===== src/comparator_pkg.sv =====
// shared constants, field layouts and types of the comparator wrapper
// assumes one peripheral clock and an 8-bit register port of 3 address bits
package comparator_pkg;

    // ********************************************************************
    // register offsets
    // ********************************************************************
    localparam logic [2:0] OFS_CONTROL_A        = 3'h0;
    localparam logic [2:0] OFS_INPUT_SELECT     = 3'h2;
    localparam logic [2:0] OFS_REFERENCE_LEVEL  = 3'h4;
    localparam logic [2:0] OFS_INTERRUPT_ENABLE = 3'h6;
    localparam logic [2:0] OFS_STATUS           = 3'h7;

    // ********************************************************************
    // field positions
    // ********************************************************************
    localparam int BIT_ENABLE         = 0;
    localparam int BIT_HYS_LSB        = 1;
    localparam int BIT_LOW_POWER      = 3;
    localparam int BIT_EDGE_LSB       = 4;
    localparam int BIT_OUTPUT_PAD     = 6;
    localparam int BIT_RUN_IN_STANDBY = 7;
    localparam int BIT_NEG_LSB        = 0;
    localparam int BIT_POS_LSB        = 3;
    localparam int BIT_INVERT         = 7;
    localparam int BIT_COMPARE_IRQ    = 0;
    localparam int BIT_STATE          = 4;

    // writable bits of input_select, the rest read as zero
    localparam logic [7:0] INPUT_SELECT_MASK = 8'h9B;

    // ********************************************************************
    // values after reset
    // ********************************************************************
    localparam logic [7:0] RST_CONTROL_A        = 8'h00;
    localparam logic [7:0] RST_INPUT_SELECT     = 8'h00;
    localparam logic [7:0] RST_REFERENCE_LEVEL  = 8'hFF;
    localparam logic [7:0] RST_INTERRUPT_ENABLE = 8'h00;
    localparam logic [7:0] RST_READ_DATA        = 8'h00;

    // ********************************************************************
    // timing
    // ********************************************************************
    localparam int CLK_PERIOD_NS   = 20;
    localparam int STARTUP_TIME_NS = 2500;
    // longest output-invalid time after enable, rounded down
    localparam int STARTUP_CYCLES  = STARTUP_TIME_NS / CLK_PERIOD_NS;
    localparam int SYNC_STAGES     = 3;

    // ********************************************************************
    // types
    // ********************************************************************
    typedef enum logic [1:0] {
        any_edge      = 2'b00,
        reserved_edge = 2'b01,
        falling_edge  = 2'b10,
        rising_edge   = 2'b11
    } edge_mode_t;

    typedef enum logic [1:0] {
        hys_none   = 2'b00,
        hys_small  = 2'b01,
        hys_medium = 2'b10,
        hys_large  = 2'b11
    } hysteresis_t;

    // negative code 3 selects the internal divider reference
    typedef struct packed {
        logic        enable;
        logic        low_power;
        hysteresis_t hysteresis;
        logic [1:0]  pos_sel;
        logic [1:0]  neg_sel;
        logic [7:0]  ref_level;
    } core_ctrl_t;

endpackage


===== src/compare_sync.sv =====
// three-stage synchroniser with agreement filter for the comparator level
// assumes the input is asynchronous to mclk
`timescale 1ns/1ps
`default_nettype none
module compare_sync
    import comparator_pkg::*;
(
    // clock and reset
    input  wire logic mclk,
    input  wire logic rstn,
    // level in and filtered level out
    input  wire logic level_async,
    output logic      level_sync
);

    logic [SYNC_STAGES-1:0] stage_q;
    logic [SYNC_STAGES-1:0] stage_d;
    logic                   level_q;
    logic                   level_d;

    // stage 0 is read only by stage 1
    always_comb begin
        stage_d = {stage_q[SYNC_STAGES-2:0], level_async};
        level_d = level_q;
        if (stage_q[1] == stage_q[2]) begin
            level_d = stage_q[2];
        end
    end

    always_ff @(posedge mclk or negedge rstn) begin
        if (!rstn) begin
            stage_q <= '0;
            level_q <= 1'b0;
        end else begin
            stage_q <= stage_d;
            level_q <= level_d;
        end
    end

    // filtered level leaves before level_q so the state lags three edges
    assign level_sync = level_d;

endmodule
`default_nettype wire


===== src/compare_edge.sv =====
// edge detector that qualifies transitions by the selected edge mode
// assumes a level already synchronous to mclk
`timescale 1ns/1ps
`default_nettype none
module compare_edge
    import comparator_pkg::*;
(
    // clock and reset
    input  wire logic       mclk,
    input  wire logic       rstn,
    // level and mode
    input  wire logic       level,
    input  wire edge_mode_t mode,
    // one-cycle hit
    output logic            hit
);

    logic prev_q;
    logic prev_d;

    always_comb begin
        prev_d = level;
        case (mode)
            any_edge:     hit = level ^ prev_q;
            falling_edge: hit = prev_q & ~level;
            rising_edge:  hit = ~prev_q & level;
            // reserved code never fires
            default:      hit = 1'b0;
        endcase
    end

    always_ff @(posedge mclk or negedge rstn) begin
        if (!rstn) begin
            prev_q <= 1'b0;
        end else begin
            prev_q <= prev_d;
        end
    end

endmodule
`default_nettype wire


===== src/comparator_control.sv =====
// register bank, sleep gating, status and interrupt of the comparator
// assumes sleep state inputs come from logic on mclk
// assumes the analog core drives compare_raw asynchronously
`timescale 1ns/1ps
`default_nettype none

// How it works
// - edge_select: 0 both edges, 2 falling, 3 rising, 1 reserved
// - matching output transition sets the compare flag in status
// - irq high while enable and flag both set, until flag cleared
// - interrupt_enable bit 0 at offset 0x06 enables the interrupt
// - hysteresis_select drives core: none, small, medium, large
// - control_a bit 3 drives low-power mode of the core
// - output reaches pad only when output_pad_enable bit 6 set
// - control_a bit 0 enables; control_a and input_select reset to zero
// - standby compares only with run_in_standby; flags then frozen
// - standby without run_in_standby disables the comparator
// - idle sleep keeps full normal operation
// - power-down disables comparator and pad output always
// - raw output offered as unsynchronised event while enabled
// - registers at 0x00, 0x02, 0x04, 0x06, 0x07; others reserved
// - invert bit flips output for status, edges, events and pad
// - positive select pins 0..3; negative pins 0..2 or reference
// - status state bit follows output after three-cycle sync
// - writing one to flag clears it, zero does nothing
module comparator_control
    import comparator_pkg::*;
(
    // clock and reset
    input  wire logic       mclk,
    input  wire logic       rstn,
    // register port
    input  wire logic [2:0] reg_addr,
    input  wire logic [7:0] reg_wdata,
    input  wire logic       reg_wr,
    input  wire logic       reg_rd,
    output logic      [7:0] reg_rdata,
    // sleep state
    input  wire logic       sleep_idle,
    input  wire logic       sleep_standby,
    input  wire logic       sleep_power_down,
    // analog core
    input  wire logic       compare_raw,
    output core_ctrl_t      core_ctrl,
    // pad, event and interrupt
    output logic            pad_out,
    output logic            pad_oe,
    output logic            event_out,
    output logic            irq
);

    // ********************************************************************
    // register state
    // ********************************************************************
    logic [7:0] control_a_q;
    logic [7:0] control_a_d;
    logic [7:0] input_select_q;
    logic [7:0] input_select_d;
    logic [7:0] reference_level_q;
    logic [7:0] reference_level_d;
    logic       interrupt_enable_q;
    logic       interrupt_enable_d;
    logic       flag_q;
    logic       flag_d;
    logic [7:0] rdata_q;
    logic [7:0] rdata_d;

    // ********************************************************************
    // decoded fields
    // ********************************************************************
    logic        enable_bit;
    logic        run_in_standby;
    logic        output_pad_enable;
    logic        invert;
    edge_mode_t  edge_select;
    hysteresis_t hysteresis_select;
    logic        active;
    logic        clock_running;
    logic        compare_out;
    logic        state_sync;
    logic        edge_hit;
    logic        flag_set;
    logic        flag_clear;

    assign enable_bit        = control_a_q[BIT_ENABLE];
    assign run_in_standby    = control_a_q[BIT_RUN_IN_STANDBY];
    assign output_pad_enable = control_a_q[BIT_OUTPUT_PAD];
    assign invert            = input_select_q[BIT_INVERT];
    assign edge_select       = edge_mode_t'(control_a_q[BIT_EDGE_LSB +: 2]);
    assign hysteresis_select = hysteresis_t'(control_a_q[BIT_HYS_LSB +: 2]);

    // ********************************************************************
    // sleep gating
    // ********************************************************************
    // idle is not a gating term: the block runs as when awake
    always_comb begin
        active = enable_bit;
        if (sleep_power_down) begin
            active = 1'b0;
        end else if (sleep_standby && !run_in_standby) begin
            active = 1'b0;
        end
        // peripheral clock is stopped in standby and power-down
        clock_running = !sleep_standby && !sleep_power_down;
    end

    // ********************************************************************
    // core controls
    // ********************************************************************
    always_comb begin
        core_ctrl.enable     = active;
        core_ctrl.low_power  = control_a_q[BIT_LOW_POWER];
        core_ctrl.hysteresis = hysteresis_select;
        core_ctrl.pos_sel    = input_select_q[BIT_POS_LSB +: 2];
        core_ctrl.neg_sel    = input_select_q[BIT_NEG_LSB +: 2];
        core_ctrl.ref_level  = reference_level_q;
    end

    // ********************************************************************
    // output path
    // ********************************************************************
    // pad and event stay asynchronous so standby operation needs no clock
    assign compare_out = compare_raw ^ invert;
    assign event_out   = active & compare_out;
    assign pad_oe      = active & output_pad_enable;
    assign pad_out     = pad_oe & compare_out;

    compare_sync u_sync (
        .mclk        (mclk),
        .rstn        (rstn),
        .level_async (compare_out),
        .level_sync  (state_sync)
    );

    compare_edge u_edge (
        .mclk  (mclk),
        .rstn  (rstn),
        .level (state_sync),
        .mode  (edge_select),
        .hit   (edge_hit)
    );

    // ********************************************************************
    // register writes and flag
    // ********************************************************************
    always_comb begin
        control_a_d        = control_a_q;
        input_select_d     = input_select_q;
        reference_level_d  = reference_level_q;
        interrupt_enable_d = interrupt_enable_q;
        flag_clear         = 1'b0;
        if (reg_wr) begin
            case (reg_addr)
                OFS_CONTROL_A: begin
                    control_a_d = reg_wdata;
                end
                OFS_INPUT_SELECT: begin
                    input_select_d = reg_wdata & INPUT_SELECT_MASK;
                end
                OFS_REFERENCE_LEVEL: begin
                    reference_level_d = reg_wdata;
                end
                OFS_INTERRUPT_ENABLE: begin
                    interrupt_enable_d = reg_wdata[BIT_COMPARE_IRQ];
                end
                OFS_STATUS: begin
                    flag_clear = reg_wdata[BIT_COMPARE_IRQ];
                end
                default: begin
                    control_a_d = control_a_q;
                end
            endcase
        end
        // disabled core gives no valid edges; frozen while clock is off
        flag_set = edge_hit && enable_bit && clock_running;
        // a set in the clearing cycle wins so no event is lost
        flag_d = flag_set | (flag_q & ~flag_clear);
    end

    // ********************************************************************
    // read path
    // ********************************************************************
    always_comb begin
        rdata_d = RST_READ_DATA;
        if (reg_rd) begin
            case (reg_addr)
                OFS_CONTROL_A:        rdata_d = control_a_q;
                OFS_INPUT_SELECT:     rdata_d = input_select_q;
                OFS_REFERENCE_LEVEL:  rdata_d = reference_level_q;
                OFS_INTERRUPT_ENABLE: begin
                    rdata_d[BIT_COMPARE_IRQ] = interrupt_enable_q;
                end
                OFS_STATUS: begin
                    rdata_d[BIT_STATE]       = state_sync;
                    rdata_d[BIT_COMPARE_IRQ] = flag_q;
                end
                default:              rdata_d = RST_READ_DATA;
            endcase
        end
    end

    always_ff @(posedge mclk or negedge rstn) begin
        if (!rstn) begin
            control_a_q        <= RST_CONTROL_A;
            input_select_q     <= RST_INPUT_SELECT;
            reference_level_q  <= RST_REFERENCE_LEVEL;
            interrupt_enable_q <= RST_INTERRUPT_ENABLE[BIT_COMPARE_IRQ];
            flag_q             <= 1'b0;
            rdata_q            <= RST_READ_DATA;
        end else begin
            control_a_q        <= control_a_d;
            input_select_q     <= input_select_d;
            reference_level_q  <= reference_level_d;
            interrupt_enable_q <= interrupt_enable_d;
            flag_q             <= flag_d;
            rdata_q            <= rdata_d;
        end
    end

    assign reg_rdata = rdata_q;
    assign irq       = interrupt_enable_q & flag_q;
endmodule
`default_nettype wire


===== config.mk =====
export PLATFORM = sky130hd
export DESIGN_NAME = comparator_control
export DESIGN_NICKNAME = d
export VERILOG_FILES = /design/src/comparator_pkg.sv /design/src/compare_sync.sv /design/src/compare_edge.sv /design/src/comparator_control.sv
export SDC_FILE = /design/constraint.sdc
export NUM_CORES = 1
export LEC_CHECK = 0
export BUFFER_PORTS_ARGS = -buffer_cell sky130_fd_sc_hd__buf_2
export CORE_MARGIN = 10
export CORE_UTILIZATION = 25
export CTS_CLUSTER_DIAMETER = 80
export DETAILED_ROUTE_END_ITERATION = 6
export HOLD_SLACK_MARGIN = 0.03
export SETUP_SLACK_MARGIN = 0.02
export SKIP_CTS_REPAIR_TIMING = 1
export SLEW_MARGIN = 25
export SYNTH_ARGS = -nofsm -noshare
export SYNTH_HDL_FRONTEND = slang
export SYNTH_SLANG_ARGS = --single-unit

===== constraint.sdc =====
create_clock -name mclk -period 1.45 [get_ports mclk]
set_input_delay 0.2175 -clock mclk [delete_from_list [all_inputs] [get_ports mclk]]
set_output_delay 0.2175 -clock mclk [all_outputs]
set_load 0.02 [all_outputs]

; ---- Word level (Yosys, flattened, before mapping)
; Cells that the tools add are included.
[totals]
register_bits = 35
inputBits = 19
output_inout_bits = 28
elab_cells = 52
[classes]
eq_ne = 7
n_mux = 11
n_bitwise = 13
reduce_logical = 13
[op_table]
columns = op, n
row1 = $pmux 3 s3, 2
row2 = $eq 3x3->1 const B, 3
row3 = $mux 8, 1
row4 = $reduce_and 2->1, 4
row5 = $and 1x1->1, 7
row6 = $mux 1, 5
row7 = $pmux 1 s5, 1
row8 = $eq 2x2->1 const B, 2
row9 = $logic_and 1x1->1, 4
row10 = $pmux 1 s4, 1
row11 = $eq 3x2->1 const B, 1
row12 = $logic_not 1->1, 3
row13 = $logic_not 3->1, 1
row14 = $not 1->1, 3
row15 = $pmux 1 s3, 1
row16 = $logic_not 2->1, 1
row17 = $xor 1x1->1, 2
row18 = $eq 1x1->1, 1
row19 = $or 1x1->1, 1

; ---- Longest topological paths before layout
[depth]
word_depth = 8
ltp_mapped = 7
depth_no_buf = 7

; ---- Hierarchy
; From an unflattened synthesis, not the netlist that was laid out.
[unflattened]
cells_unflattened = 132
area_unflattened_um2 = 1681.6
[by_module_without_submodules]
columns = module, instances, cells_each, area_each_um2
row1 = comparator_control, 1, 118, 1475.2
row2 = compare_sync, 1, 5, 111.4
row3 = compare_edge, 1, 9, 95.1

; ---- Least setup slack after synthesis
; OpenSTA, ideal clock, no wires.
[synth_timing]
kind = flip-flop to flip-flop
start = register u_edge.prev_q
end = register flag_q
setup_ps = 128
arrival_ps = 1406
t_required_ps = 1322
setup_slack_ps = -84
stages_incl_launch_ff = 8
period_less_slack_ps = 1534
path_cell_list = dfrtp_1 -> o21a_1 -> a21oi_1 -> inv_1 -> ha_1 -> mux2_2 -> a21oi_1 -> o31ai_1
[synth_between]
elab_chain_len = 7
elab_cells_between_ends = 10
cone_classes = mux: 2 / bitwise: 6 / reduce/logical: 2
[synth_rtl]
columns = element, line_no
row1 = from (decl), compare_edge.sv:18  ; logic prev_q;
row2 = from (signal assigned), compare_edge.sv:36  ; prev_q <= prev_d;
row3 = $mux 1 *, -
row4 = via state_sync, comparator_control.sv:80  ; logic state_sync;
row5 = $not 1->1, -
row6 = $and 1x1->1, compare_edge.sv:25  ; falling_edge: hit = prev_q & ~level;
row7 = $pmux 1 s3 *, compare_edge.sv:23  ; case (mode)
row8 = $logic_and 1x1->1 * (2 in a row), comparator_control.sv:175  ; flag_set = edge_hit && enable_bit && clock_running;
row9 = $or 1x1->1 *, comparator_control.sv:177  ; flag_d = flag_set | (flag_q & ~flag_clear);
row10 = via flag_d, comparator_control.sv:64  ; logic flag_d;
row11 = to (signal assigned), comparator_control.sv:215  ; flag_q <= flag_d;
row12 = to (decl), comparator_control.sv:63  ; logic flag_q;
; The timed path passes the listed nets; every way through them passes the cells marked *.
; A chain may end at the register's enable or synchronous reset.

; ---- Worst setup path after layout
; Same ends and word-level chain as after synthesis.

==> results by group <==
GRT
  – GRT met2 Usage: 13.0%
  – GR Util met3: 3.43%
  – First-pass GRT wire length: 6660 microns
  – Grt total ovfl: 0
  – GR peak layer: met2
  – Initial antenna violation count: 0
  – Largest net degree at the start of global routing: 36
  – Vias in the first global route: 1240
  – Global-route usage over all layers: under 10%
  – Met1 global-route usage: 10.5%

Placement
  – GP Congestion: 0.788
  – IO Port Bufs: 45
  – Placed Instances: 252
  – Pre-CTS WS: -0.0476 ns
  – DP HPWL: 3170 microns

Clocking
  – Clock sinks: 35
  – Bufs on Longest Clock Path: 2
  – Num CTS Buffers: 5
  – Root Driver: clkbuf_8
  – Clk slew on worst S/H paths: 0.07 ns
  – CTS tree: built
  – Htree depth: 2
  – Skew-Pair Late Insertion Delay: roughly 0.29 ns

STA
  – Final worst path period share: 103%
  – Pin slew with the least headroom to its limit: 0.330 ns
  – # setup viols final: 1
  – Hold slack: 0.140 ns
  – Final setup margin: -0.0461 ns
  – Max Clk Rate: 668 MHz
  – Slew margin rel.: 78.0%
  – Max-slew violation count: 0
  – Fin. Hold Viols: 0
  – Tmin final: roughly 1.5 ns
  – Clk_skew: 0.00896 ns
  – RSZ-0062 raised after global routing: true

Pwr
  – Leak: about 1.0 nW
  – Pwr dens: 1400 nW/um^2
  – Maximum VDD drop: 0.472 mV
  – Power after layout: 3.03 mW

Finish
  – Sequential Area: around 890 sq um
  – Core Util, Final: 34.2%
  – Combined area of the multi-input logic cells: 682 sq um
  – Final cell count without fillers: approximately 260
  – # nets final: 205
  – Layout cell share with drive strength beyond 1: between 60% and 70%
  – Commonest non-fill, non-tap cell in the layout: buf_2
  – Fill count: 655
  – Syn-to-layout area delta: 33.3%
  – Commonest cells after routing, fill and taps aside: 42 x buf_2, 27 x mux2_2, 27 x dfrtp_1
  – N_diodes: 0

Setup path
  – Max stage delay cell, worst path: dfrtp_1
  – CP Max Fanout: 2
  – CP most frequent cell: a21oi_2
  – CP top delay family: compound AO/OA/AOI/OAI gates
  – CP Capture Type: register
  – Worst endpoint required time: around 1.6 ns
  – CP Launch Type: register
  – Crit-path cells: o21a_1 -> a21oi_2 -> inv_1 -> ha_2 -> mux2_4 -> a21oi_2 -> o31ai_1
  – Largest stage delay, worst path: 0.38 ns
  – Bufs and invs on worst path: 1
  – Critical Path AT: 1.67 ns
  – Crit path kind: register to register

Floorplan
  – Rows: 29
  – Ports: 47
  – Die X-Extent: 101 microns
  – Core area: 6310 sq um
  – Die Area: between 10000 and 15000 sq um
  – Die height: 101 microns
  – Initial Utilization: around a quarter

Drt
  – Vias: roughly 1200
  – Drt first-iter violations: 38
  – Final ANT Viol Nets: 0
  – DRT Wirelength: 4160 microns
  – Drt pass-1 iters: 4
  – Avg WL per Cell: 15.9 microns
  – Vias per cell: approximately 4.4
  – DR DRC count: 0

Status
  – Status: finished, violations left
  – Failing checks: negative setup slack

Logic synthesis
  – Number of synthesized flops with an enable pin: 0
  – YS warnings: 0
  – Sequential share of the synthesized area: 54.6%
  – Yosys cell types: 29
  – Async SR Flop Fraction: 100%
  – Mapped Cells: around 130
  – Syn Area/Cell: 12.8 sq um
  – Post-synthesis register bit count: 35
  – Synth Flop Type: dfrtp_1
  – Post-Synthesis Cell Area: 1620 sq um
  – Syn nets: 148

Min path
  – Worst hold path type: input pin to register

Run
  – Number of max-cap violations: 0
## power by group
group | internal, mW | switching (mW) | leakage [nW]
logic | 0.453 | 0.490 | 0.553
registers | 1.21 | 0.138 | 0.419
clock network | 0.383 | 0.354 | 0.0482
## cells by family after synthesis
family,Yosys count,synth area share (%)
AOI/OAI and AO/OA,14,5.48
adders and majority gates,2,1.54
buffers and inverters,16,5.94
muxes,32,21.9
DFF,35,54.6
xor gates and xnor gates,1,0.540
and+or+nand+nor,27,9.95
## state kept, by name (all words and copies together), names as in the netlist
register and cells:
flag_q 1, control_a_q 8, reference_level_q 8, reg_rdata 8, interrupt_enable_q 1, u_sync.stage_q 3
u_edge.prev_q 1, input_select_q 5
## worst reg2reg max path, stage by stage, from the launching register on
cell	delay (ns)
dfrtp_1	0.38
o21a_1	0.19
a21oi_2	0.12
inv_1	0.07
ha_2	0.17
mux2_4	0.26
a21oi_2	0.11
o31ai_1	0.07
## routing by layer
layer	wire, microns	share of wire, %
met5	0	0
met4	73	1.8
met1	1830	44
met3	272	6.5
met2	1990	48
## metrics by stage
stage | setup TNS (ns) | instance area, sq um
after floorplan | -0.0236 | 1640
after global placement | -0.0196 | 2010
after detailed placement | -0.0476 | 2010
after CTS | -0.534 | 2100
after global routing | -0.277 | 2160
final | -0.0461 | 2160
## synthesized netlist by cell type (2+ instances only)
| master | n | area [sq um] |
|---|---|---|
| a21oi_1 | 7 | 35.0 |
| nor3_1 | 4 | 20.0 |
| buf_4 | 9 | 67.6 |
| ha_1 | 2 | 25.0 |
| dfrtp_1 | 27 | 676 |
| nand3_1 | 2 | 10.0 |
| and2_1 | 3 | 18.8 |
| buf_2 | 2 | 10.0 |
| inv_1 | 5 | 18.8 |
| nand2_1 | 7 | 26.3 |
| nand2b_1 | 4 | 25.0 |
| dfstp_2 | 8 | 210 |
| mux2i_1 | 4 | 40.0 |
| mux2_2 | 28 | 315 |
## final cells by class
cell class / count / share of cell area [%]
clock buffers: 7 / 3.99
repair buffers: 61 / 17.9
clock inverters: 1 / 0.231
multi-input cells: 76 / 31.5
well taps: 77 / 4.46
flip-flops and latches: 35 / 41.0
inverters: 5 / 0.868
## worst paths after layout
kind / from / to / slack, ns / cells after the start
max: u_edge.prev_q / flag_q / -0.05 / 7
min: compare_raw / u_sync.stage_q[0] / 0.14 / 2
max reg2reg: u_edge.prev_q / flag_q / -0.05 / 7
min reg2reg: u_sync.stage_q[0] / u_sync.stage_q[1] / 0.35 / 0
max in group asynchronous: rstn / reference_level_q[7] / 0.78 / 3
min in group asynchronous: rstn / reg_rdata[5] / 0.41 / 3
Power figures use the tool's default switching activity.
